## config.mk

```make
export PLATFORM = sky130hd
export DESIGN_NAME = radio_irq_flags_pin_map
export DESIGN_NICKNAME = d
export VERILOG_FILES = /design/src/rtl/radio_irq_pkg.sv /design/src/rtl/radio_irq_flags_pin_map.sv
export SDC_FILE = /design/constraint.sdc
export NUM_CORES = 1
export LEC_CHECK = 0
export BUFFER_PORTS_ARGS = -buffer_cell sky130_fd_sc_hd__buf_2
export CORE_MARGIN = 5
export CORE_UTILIZATION = 50
export DETAILED_ROUTE_END_ITERATION = 8
export PLACE_DENSITY = 0.73
export SLEW_MARGIN = 10
export SYNTH_ARGS = -nofsm -noshare
export SYNTH_HDL_FRONTEND = slang
export SYNTH_SLANG_ARGS = --single-unit
```

## constraint.sdc

```tcl
create_clock -name clock -period 2.88 [get_ports clock]
set_input_delay 0.432 -clock clock [delete_from_list [all_inputs] [get_ports clock]]
set_output_delay 0.432 -clock clock [all_outputs]
set_load 0.005 [all_outputs]
```

## src/rtl/radio_irq_pkg.sv

```systemverilog
// Package with register map, field layout, reset values and mode codes of the flag unit.
package radio_irq_pkg;

    // ==========================================================================
    // Register offsets.
    localparam logic [7:0] ADDR_PIN_ROUTE_LOW   = 8'h25;
    localparam logic [7:0] ADDR_PIN_ROUTE_HIGH  = 8'h26;
    localparam logic [7:0] ADDR_FLAGS_MODE      = 8'h27;
    localparam logic [7:0] ADDR_FLAGS_BUFFER    = 8'h28;
    localparam logic [7:0] ADDR_STRENGTH_THRESH = 8'h29;
    localparam logic [7:0] ADDR_RX_START_TO     = 8'h2a;
    localparam logic [7:0] ADDR_POST_STRENGTH_TO = 8'h2b;

    // ==========================================================================
    // Field positions in the mode flag register.
    localparam int BIT_MODE_REACHED = 7;
    localparam int BIT_RX_SETTLED   = 6;
    localparam int BIT_TX_SETTLED   = 5;
    localparam int BIT_SYNTH_LOCKED = 4;
    localparam int BIT_STRENGTH     = 3;
    localparam int BIT_TIMEOUT      = 2;
    localparam int BIT_AUTO_SEQ     = 1;
    localparam int BIT_SYNC_MATCH   = 0;

    // Field positions in the buffer flag register.
    localparam int BIT_BUF_FULL     = 7;
    localparam int BIT_BUF_NONEMPTY = 6;
    localparam int BIT_BUF_LEVEL    = 5;
    localparam int BIT_BUF_OVERFLOW = 4;
    localparam int BIT_FRAME_SENT   = 3;
    localparam int BIT_RX_COMPLETE  = 2;
    localparam int BIT_CHECKSUM_OK  = 1;

    // ==========================================================================
    // Reset values.
    localparam logic [1:0] RST_ROUTE_SEL   = 2'h0;
    localparam logic [2:0] RST_CLK_SEL     = 3'h7;
    localparam logic [7:0] RST_THRESHOLD   = 8'he4;
    localparam logic [7:0] RST_TIMEOUT     = 8'h00;
    localparam logic       RST_MODE_REACHED = 1'b1;

    // ==========================================================================
    // Clock output select codes and timing.
    localparam logic [2:0] CLK_SEL_RC  = 3'h6;
    localparam logic [2:0] CLK_SEL_OFF = 3'h7;
    localparam int         TIMEOUT_BITS_PER_UNIT = 16;
    localparam int         BUFFER_DEPTH = 66;

    // Operating mode codes seen on the mode input.
    localparam logic [2:0] MODE_SLEEP   = 3'h0;
    localparam logic [2:0] MODE_STANDBY = 3'h1;
    localparam logic [2:0] MODE_SYNTH   = 3'h2;
    localparam logic [2:0] MODE_TX      = 3'h3;
    localparam logic [2:0] MODE_RX      = 3'h4;

    // Event chosen by a pin route select code.
    localparam logic [1:0] ROUTE_LEVEL    = 2'h0;
    localparam logic [1:0] ROUTE_NONEMPTY = 2'h1;
    localparam logic [1:0] ROUTE_SYNC     = 2'h2;
    localparam logic [1:0] ROUTE_READY    = 2'h3;

endpackage : radio_irq_pkg

```

## src/rtl/radio_irq_flags_pin_map.sv

```systemverilog
// Event flag registers, pin routing, clock output divider and receive timeouts.
// Notes on behaviour
// - Six 2-bit pin route selects, reset 00.
// - Clock pin select: divide 1..32, RC, off.
// - Mode reached bit7, cleared on mode change.
// - Receive settled bit6, cleared leaving receive.
// - Transmit settled bit5, cleared leaving transmit.
// - Synth locked bit4 follows lock in synth/rx/tx.
// - Strength bit3, host write clears, rx only.
// - Timeout bit2 on expiry, cleared rx exit/empty.
// - Auto sequence bit1 follows intermediate mode.
// - Sync match bit0; write-clear in continuous only.
// - Buffer full exactly at 66 bytes.
// - Buffer nonempty when one byte or more.
// - Buffer level when count exceeds threshold.
// - Overflow set outside sleep; write 1 flushes.
// - Frame transmitted bit3, cleared leaving transmit.
// - Receive complete bit2 after last byte, CRC rules.
// - Checksum good bit1, cleared when buffer empties.
// - Strength threshold register, reset e4, compared.
// - Start timeout: value*16 bits without strength.
// - Post-strength timeout: value*16 bits without frame.
// - Bad CRC: flush and restart unless kept.
`timescale 1ns/1ps
module radio_irq_flags_pin_map
    import radio_irq_pkg::*;
#(
    parameter int DEPTH_W = 7
) (
    input  wire logic               clock,
    input  wire logic               rstn,
    input  wire logic [7:0]         addr,
    input  wire logic [7:0]         wdata,
    input  wire logic               wr,
    input  wire logic               rd,
    output logic      [7:0]         rdata,
    input  wire logic [2:0]         mode,
    input  wire logic               mode_done,
    input  wire logic               rx_settled,
    input  wire logic               tx_ramped,
    input  wire logic               synth_lock,
    input  wire logic               strength_valid,
    input  wire logic [7:0]         measured_strength,
    input  wire logic               intermediate_mode,
    input  wire logic               sync_found,
    input  wire logic               continuous_mode,
    input  wire logic [DEPTH_W-1:0] buffer_count,
    input  wire logic [DEPTH_W-1:0] buffer_level_threshold,
    input  wire logic               buffer_overrun,
    input  wire logic               frame_done,
    input  wire logic               last_byte,
    input  wire logic               crc_on,
    input  wire logic               crc_pass,
    input  wire logic               keep_bad_frame,
    input  wire logic               bit_tick,
    input  wire logic               rc_clock,
    output logic [5:0]              pins,
    output logic                    clock_pin,
    output logic                    rc_enable,
    output logic                    buffer_flush,
    output logic                    rx_restart
);

    // ==========================================================================
    // Reset release through two flip-flops.
    logic rst_meta;
    logic rst_n_sync;

    // Both stages take a constant under reset and shift a one after release.
    always_ff @(posedge clock or negedge rstn) begin
        if (!rstn) begin
            rst_meta   <= 1'b0;
            rst_n_sync <= 1'b0;
        end else begin
            rst_meta   <= 1'b1;
            rst_n_sync <= rst_meta;
        end
    end

    // ==========================================================================
    // State of the block.
    typedef struct packed {
        logic [5:0][1:0] route;
        logic [2:0]      clk_sel;
        logic [7:0]      thresh;
        logic [7:0]      to_start;
        logic [7:0]      to_post;
        logic [2:0]      mode_prev;
        logic [7:0]      flags_mode;
        logic [7:0]      flags_buf;
        logic            nonempty_prev;
        logic            t1_run;
        logic [11:0]     t1_cnt;
        logic            t2_run;
        logic [11:0]     t2_cnt;
        logic [4:0]      div_cnt;
        logic            div_out;
        logic [5:0]      pins;
        logic [7:0]      rdata;
        logic            flush;
        logic            restart;
    } state_s;

    state_s st_reg;
    state_s st_next;

    // Pick the routed event of one pin from the flag registers.
    function automatic logic route_event(input logic [1:0] sel, input logic [7:0] fm,
                                         input logic [7:0] fb);
        case (sel)
            ROUTE_LEVEL:    route_event = fb[BIT_BUF_LEVEL];
            ROUTE_NONEMPTY: route_event = fb[BIT_BUF_NONEMPTY];
            ROUTE_SYNC:     route_event = fm[BIT_SYNC_MATCH];
            default:        route_event = fm[BIT_MODE_REACHED];
        endcase
    endfunction : route_event

    // Timeout limit in ticks: value times sixteen bit periods.
    function automatic logic [11:0] to_limit(input logic [7:0] v);
        to_limit = 12'(v) * 12'(TIMEOUT_BITS_PER_UNIT);
    endfunction : to_limit

    // Decoded events of this cycle.
    logic in_rx;
    logic in_tx;
    logic mode_changed;
    logic emptied;
    logic wr_flags_mode;
    logic wr_flags_buf;
    logic strength_hit;
    logic frame_ok;
    logic frame_bad;
    logic t1_fire;
    logic t2_fire;
    logic ovf_clear;

    // Conditions shared by several flags.
    always_comb begin
        in_rx         = (mode == MODE_RX);
        in_tx         = (mode == MODE_TX);
        mode_changed  = (mode != st_reg.mode_prev);
        emptied       = st_reg.nonempty_prev && (buffer_count == '0);
        wr_flags_mode = wr && (addr == ADDR_FLAGS_MODE);
        wr_flags_buf  = wr && (addr == ADDR_FLAGS_BUFFER);
        ovf_clear     = wr_flags_buf && wdata[BIT_BUF_OVERFLOW];
        strength_hit  = in_rx && strength_valid
                        && (measured_strength > st_reg.thresh);
        frame_ok      = in_rx && last_byte && (!crc_on || crc_pass || keep_bad_frame);
        frame_bad     = in_rx && last_byte && crc_on && !crc_pass && !keep_bad_frame;
        t1_fire       = in_rx && st_reg.t1_run && bit_tick
                        && (st_reg.t1_cnt + 12'h001 == to_limit(st_reg.to_start));
        t2_fire       = in_rx && st_reg.t2_run && bit_tick
                        && (st_reg.t2_cnt + 12'h001 == to_limit(st_reg.to_post));
    end

    // ==========================================================================
    // Next-state logic for registers, flags, timers, divider and pins.
    always_comb begin
        st_next           = st_reg;
        st_next.mode_prev = mode;

        // Host writes to configuration registers.
        if (wr) begin
            case (addr)
                ADDR_PIN_ROUTE_LOW: begin
                    st_next.route[0] = wdata[7:6];
                    st_next.route[1] = wdata[5:4];
                    st_next.route[2] = wdata[3:2];
                    st_next.route[3] = wdata[1:0];
                end
                ADDR_PIN_ROUTE_HIGH: begin
                    st_next.route[4] = wdata[7:6];
                    st_next.route[5] = wdata[5:4];
                    st_next.clk_sel  = wdata[2:0];
                end
                ADDR_STRENGTH_THRESH:  st_next.thresh   = wdata;
                ADDR_RX_START_TO:      st_next.to_start = wdata;
                ADDR_POST_STRENGTH_TO: st_next.to_post  = wdata;
                default: ;
            endcase
        end

        // Mode flags: clears first, then sets so that a set wins.
        if (mode_changed) begin
            st_next.flags_mode[BIT_MODE_REACHED] = 1'b0;
        end
        if (mode_done) begin
            st_next.flags_mode[BIT_MODE_REACHED] = 1'b1;
        end
        st_next.flags_mode[BIT_RX_SETTLED] = in_rx
            && (st_reg.flags_mode[BIT_RX_SETTLED] || rx_settled);
        st_next.flags_mode[BIT_TX_SETTLED] = in_tx
            && (st_reg.flags_mode[BIT_TX_SETTLED] || tx_ramped);
        st_next.flags_mode[BIT_SYNTH_LOCKED] = synth_lock
            && (mode == MODE_SYNTH || in_rx || in_tx);
        st_next.flags_mode[BIT_STRENGTH] = in_rx && (strength_hit
            || (st_reg.flags_mode[BIT_STRENGTH]
                && !(wr_flags_mode && wdata[BIT_STRENGTH])));
        st_next.flags_mode[BIT_TIMEOUT] = in_rx && (t1_fire || t2_fire
            || (st_reg.flags_mode[BIT_TIMEOUT] && !emptied && !ovf_clear));
        st_next.flags_mode[BIT_AUTO_SEQ] = intermediate_mode;
        st_next.flags_mode[BIT_SYNC_MATCH] = in_rx && (sync_found
            || (st_reg.flags_mode[BIT_SYNC_MATCH] && !emptied && !ovf_clear
                && !(continuous_mode && wr_flags_mode && wdata[BIT_SYNC_MATCH])));

        // Buffer flags; full, nonempty and level follow the live byte count.
        st_next.flags_buf[BIT_BUF_FULL] =
            (buffer_count == DEPTH_W'(BUFFER_DEPTH));
        st_next.flags_buf[BIT_BUF_NONEMPTY] = (buffer_count != '0);
        st_next.flags_buf[BIT_BUF_LEVEL] =
            (buffer_count > buffer_level_threshold);
        st_next.flags_buf[BIT_BUF_OVERFLOW] = (buffer_overrun && mode != MODE_SLEEP)
            || (st_reg.flags_buf[BIT_BUF_OVERFLOW] && !ovf_clear);
        st_next.flags_buf[BIT_FRAME_SENT] = in_tx
            && (frame_done || st_reg.flags_buf[BIT_FRAME_SENT]);
        st_next.flags_buf[BIT_RX_COMPLETE] = frame_ok || (st_reg.flags_buf[BIT_RX_COMPLETE]
            && !emptied && !ovf_clear && !frame_bad);
        st_next.flags_buf[BIT_CHECKSUM_OK] = (in_rx && last_byte && crc_pass)
            || (st_reg.flags_buf[BIT_CHECKSUM_OK] && !emptied && !ovf_clear);
        st_next.flags_buf[0] = 1'b0;
        st_next.nonempty_prev = (buffer_count != '0);

        // Overflow clear or a rejected frame empties the buffer.
        st_next.flush   = ovf_clear || frame_bad;
        st_next.restart = frame_bad;

        // Start timer runs from receive entry until a strength event.
        if (!in_rx || strength_hit || t1_fire) begin
            st_next.t1_run = 1'b0;
        end else if (mode_changed && st_reg.to_start != RST_TIMEOUT) begin
            st_next.t1_run = 1'b1;
            st_next.t1_cnt = '0;
        end else if (st_reg.t1_run && bit_tick) begin
            st_next.t1_cnt = st_reg.t1_cnt + 12'h001;
        end

        // Post-strength timer runs from a strength event until a complete frame.
        if (!in_rx || frame_ok || t2_fire) begin
            st_next.t2_run = 1'b0;
        end else if (strength_hit && st_reg.to_post != RST_TIMEOUT) begin
            st_next.t2_run = 1'b1;
            st_next.t2_cnt = '0;
        end else if (st_reg.t2_run && bit_tick) begin
            st_next.t2_cnt = st_reg.t2_cnt + 12'h001;
        end

        // Free-running divider; bit n-1 toggles at reference over two to the n.
        st_next.div_cnt = st_reg.div_cnt + 5'h01;
        if (st_reg.clk_sel >= 3'h1 && st_reg.clk_sel <= 3'h5) begin
            st_next.div_out = st_next.div_cnt[st_reg.clk_sel - 3'h1];
        end else begin
            st_next.div_out = 1'b0;
        end

        // Pins follow the next flag values so register and pin agree.
        for (int i = 0; i < 6; i++) begin
            st_next.pins[i] = route_event(st_next.route[i], st_next.flags_mode,
                                          st_next.flags_buf);
        end

        // Read data is captured for the cycle after the read strobe.
        if (rd) begin
            case (addr)
                ADDR_PIN_ROUTE_LOW:    st_next.rdata = {st_reg.route[0], st_reg.route[1],
                                                        st_reg.route[2], st_reg.route[3]};
                ADDR_PIN_ROUTE_HIGH:   st_next.rdata = {st_reg.route[4], st_reg.route[5],
                                                        1'b0, st_reg.clk_sel};
                ADDR_FLAGS_MODE:       st_next.rdata = st_reg.flags_mode;
                ADDR_FLAGS_BUFFER:     st_next.rdata = st_reg.flags_buf;
                ADDR_STRENGTH_THRESH:  st_next.rdata = st_reg.thresh;
                ADDR_RX_START_TO:      st_next.rdata = st_reg.to_start;
                ADDR_POST_STRENGTH_TO: st_next.rdata = st_reg.to_post;
                default:               st_next.rdata = 8'h00;
            endcase
        end
    end

    // ==========================================================================
    // State register with documented reset values.
    always_ff @(posedge clock or negedge rst_n_sync) begin
        if (!rst_n_sync) begin
            st_reg            <= '0;
            st_reg.route      <= {6{RST_ROUTE_SEL}};
            st_reg.clk_sel    <= RST_CLK_SEL;
            st_reg.thresh     <= RST_THRESHOLD;
            st_reg.to_start   <= RST_TIMEOUT;
            st_reg.to_post    <= RST_TIMEOUT;
            st_reg.flags_mode <= {RST_MODE_REACHED, 7'h00};
            st_reg.pins       <= 6'h00;
        end else begin
            st_reg <= st_next;
        end
    end

    // ==========================================================================
    // Outputs; the clock pin passes the reference straight through for code 0.
    assign rdata        = st_reg.rdata;
    assign pins         = st_reg.pins;
    assign buffer_flush = st_reg.flush;
    assign rx_restart   = st_reg.restart;
    assign rc_enable    = (st_reg.clk_sel == CLK_SEL_RC);
    assign clock_pin    = (st_reg.clk_sel == 3'h0) ? clock :
                          (st_reg.clk_sel == CLK_SEL_RC) ? rc_clock : st_reg.div_out;
endmodule : radio_irq_flags_pin_map

```

After elaboration in Yosys (flattened, before gate mapping)
Cells that the tools add are included.
{ "op_classes": {"n_addsub": 4, "n_lt_le_gt_ge": 5, "reduce_logical": 96, "eq_ne": 27, "n_mux": 29, "bitwise": 2} }
{ "op_table": {"columns": ["operator", "n"], "rows": [
  ["== test 8 x 6 -> 1 bit, second input constant", 7],
  ["case mux 8 bit (7 select lines)", 1],
  ["2-to-1 mux 12 bit", 4],
  ["logical AND 1 bit", 46],
  ["2-to-1 mux 39 bit", 1],
  ["2-to-1 mux 8 bit", 4],
  ["adder 12 x 1 -> 12 bit, second input constant", 2],
  ["== test 12 bit", 2],
  ["logical OR 1 bit", 19],
  ["case mux 1 bit (3 select lines)", 6],
  ["nonzero test 8 bit", 2],
  ["== test 2 x 1 -> 1 bit, second input constant", 6],
  ["== test 2 bit, second input constant", 6],
  ["zero test 2 bit", 6],
  ["AND reduction 2 bit", 6],
  ["2-to-1 mux 1 bit", 10],
  ["zero test 1 bit", 9],
  ["greater-than comparator 8 bit", 1],
  ["nonzero test 2 bit", 4],
  ["== test 7 bit, second input constant", 1],
  ["greater-than comparator 7 bit", 1],
  ["zero test 7 bit", 1],
  ["nonzero test 7 bit", 1],
  ["== test 3 x 2 -> 1 bit, second input constant", 2],
  ["other kinds (13)", 15]
]} }
{ "totals": {"out_inout_bits": 18, "register_bits": 108, "elab_cells": 189, "input_bits": 61} }

Depth between registers and ports, before layout
{ "logic_depth": {"word_depth": 9, "depth_mapped": 10, "depth_no_buf": 9} }

==> out/metrics.csv <==
metric;value;unit
dieArea;15160;um^2
die_w;123.1;um
drc;0;
dr_wl_met2;7847;um
port_buffers;78;
fin_tns_setup;0;ps
setup_slack;188.3;ps
netlist_top_cells_area;dfrtp_1, mux2_2, ha_1, dfstp_2, nand2_1;
cp.arrival;3070;ps
synth.distinct_cells;64;
grt_util_all_layers;0.2347;
crit_buf_inv;2;
routedWlPerCell;18.39;um
clock.fmax;371.5;MHz
cts_tree;built;
dp_hpwl;12340;um
synth_ff_type;dfrtp_1;
post_cts_buffers;0;
crit_chain;inv_1, ha_1, nand4_1, nor2_1, a2111oi_1, buf_4, or3_1, or4_4, o31ai_2;
grt_pass1_wl;27500;um
antenna_found_initial;0;
p_leak;3.425;nW
critPathTopFamily;simple AND/OR/NAND/NOR gates;
dpl_cell_area;7030;um^2
num_vias;5344;
ys_seq_area_frac;0.4199;
place_ws;63.34;ps
final_nets;810;
holdCritPathClass;in -> reg;
design_area;7403;um^2
multi_input_area;3336;um^2
drt-met1-wl;7059;um
syn-instance-count;647;
synth_top_cell_area_share;0.3871;
peakVddDrop;0.3847;mV
diodes;0;
routed-wl-met3;1189;um
drtIter0Drc;497;
fin_skew;7.121;ps
largest_register_ffs;89;
async_reset_ff_frac;1.000;
synth.most_common_cell;dfrtp_1;
fillCellCount;1036;
ant_nets;0;
synth_area_leader_cell;dfrtp_1;
fin_crit;2692;ps
setup_viol;0;
period_share;0.9346;
wl;16590;um
slowest_delay;530;ps
maxCapViolations;0;
synth_nets;732;
grt_overflow_total;0;
endpoint_kind;flop;
status;finished clean;
grt_pass1_vias;5464;
initial_core_util;0.5092;
yosys-top-cells-count;dfrtp_1, nand2_1, inv_1, nor2_1, o21ai_0;
slew_viol_final;0;
hold_viol;0;
layout-drive-gt1-share;0.2616;
worst_slew_pin_slew;602.6;ps
required;3260;ps
instances_no_fill;902;
vias_per_cell;5.925;
syn_area_per_cell;9.892;um^2
coreArea;12570;um^2
crit_type;reg -> reg;
yosys_register_bits;107;
yosysWarnings;0;
drt_pre_antenna_iters;5;
io_pins;79;
seqCellArea;2691;um^2
die_y;123.1;um
critPathMaxFanout;8;
grt_max_degree;84;
relSlewSlack;0.5974;
synth_edf_count;0;
dp_cells;882;
p_per_area;467.8;nW/um^2
syn_to_final_growth;15.68;%
netlist_area;6400;um^2
crit_path_start_kind;flop;
rsz0062_at_grt;no;
insertion_delay;470;ps
clk_pin_slew;70;ps
slowest_stage;dfstp_2;
rows;41;
gp_congestion;0.9648;
highest_layer;met4;
==> placed cells by master, fill, tap and decap left out, drive strengths merged, types with 4 or more instances in the layout <==
cell    netlist  routed
nand3        25      25
a31oi         6       6
o41ai         6       6
a21o          5       5
xnor2        19      19
nand4        15      15
nor2b         9       9
nor4          6       6
and2          8       8
mux2         27      27
and4          4       4
a21oi        26      26
nor3          8       8
o21ai        39      39
buf          28     110
nand2        49      49
or3           4       4
o22ai         8       8
xor2         12      12
a211oi        7       7
a22oi        12      12
mux2i        18      18
and3          9       9
clkbuf       19      13
nor2         35      35
dfrtp        99      99
ha           24      24
or4           5       5
inv          38      41
mux4          8       8
o31ai        23      23
dfstp         8       8
==> stage by stage <==
step / utilization / power (mW) / hold slack [ps]
after floorplan: - / 1.918 / 136.4
after global placement: 0.5594 / 2.073 / 217.0
after detailed placement: 0.5594 / 2.091 / 217.5
after CTS: 0.5883 / 3.492 / 62.23
after global routing: 0.5890 / 3.622 / 56.25
final: 0.5890 / 3.463 / 71.73
==> final timing paths <==
path | from | to | slack, ps | cells past startpoint
setup reg to reg | st_reg[91] | st_reg[41] | 190 | 9
hold / removal | intermediate_mode | st_reg[58] | 70 | 1
min in group asynchronous | rst_n_sync | st_reg[88] | 220 | 0
max in group asynchronous | rst_n_sync | st_reg[92] | 1890 | 1
hold reg to reg | rst_n_sync | st_reg[88] | 220 | 0
setup / recovery | st_reg[91] | st_reg[41] | 190 | 9
==> cells by family after synthesis <==
| group | after synthesis | share of synthesized area |
|---|---|---|
| xor+xnor | 31 | 0.04242 |
| other cells | 1 | 0.0005859 |
| simple gates | 193 | 0.1621 |
| flops | 107 | 0.4199 |
| compound gates | 153 | 0.1638 |
| mux | 53 | 0.1038 |
| buf+inv | 85 | 0.06041 |
| fa+ha+maj | 24 | 0.04692 |
==> power breakdown <==
part	internal (mW)	leakage (nW)	switching, mW	total (mW)
Clock	0.795	0.181	0.630	1.43
Sequential	1.57	1.39	0.0547	1.62
Combinational	0.185	1.85	0.231	0.416
Total	2.55	3.42	0.916	3.46
==> metal layers <==
layer	vias up	GRT usage
met3	33	0.06633
met4	0	0.1031
li1	2511	-
met5	-	0
met2	208	0.3758
met1	2592	0.2974
==> final cells by class <==
class | instances | share of cell area
multi-input combinational | 455 | 0.4506
sequential | 107 | 0.3635
timing repair buffer | 110 | 0.08923
clock buffer | 14 | 0.04174
tap | 172 | 0.02907
inverter | 38 | 0.01927
clock inverter | 6 | 0.006591
==> what timing repair did <==
action / in CTS / in global routing
resized for setup: 0 / 4
setup endpoints to repair: 0 / 18
endpoints found under the hold margin: 2 / 0
hold buffers: 1 / 0
Note: power is estimated with default switching activity, not from simulation.
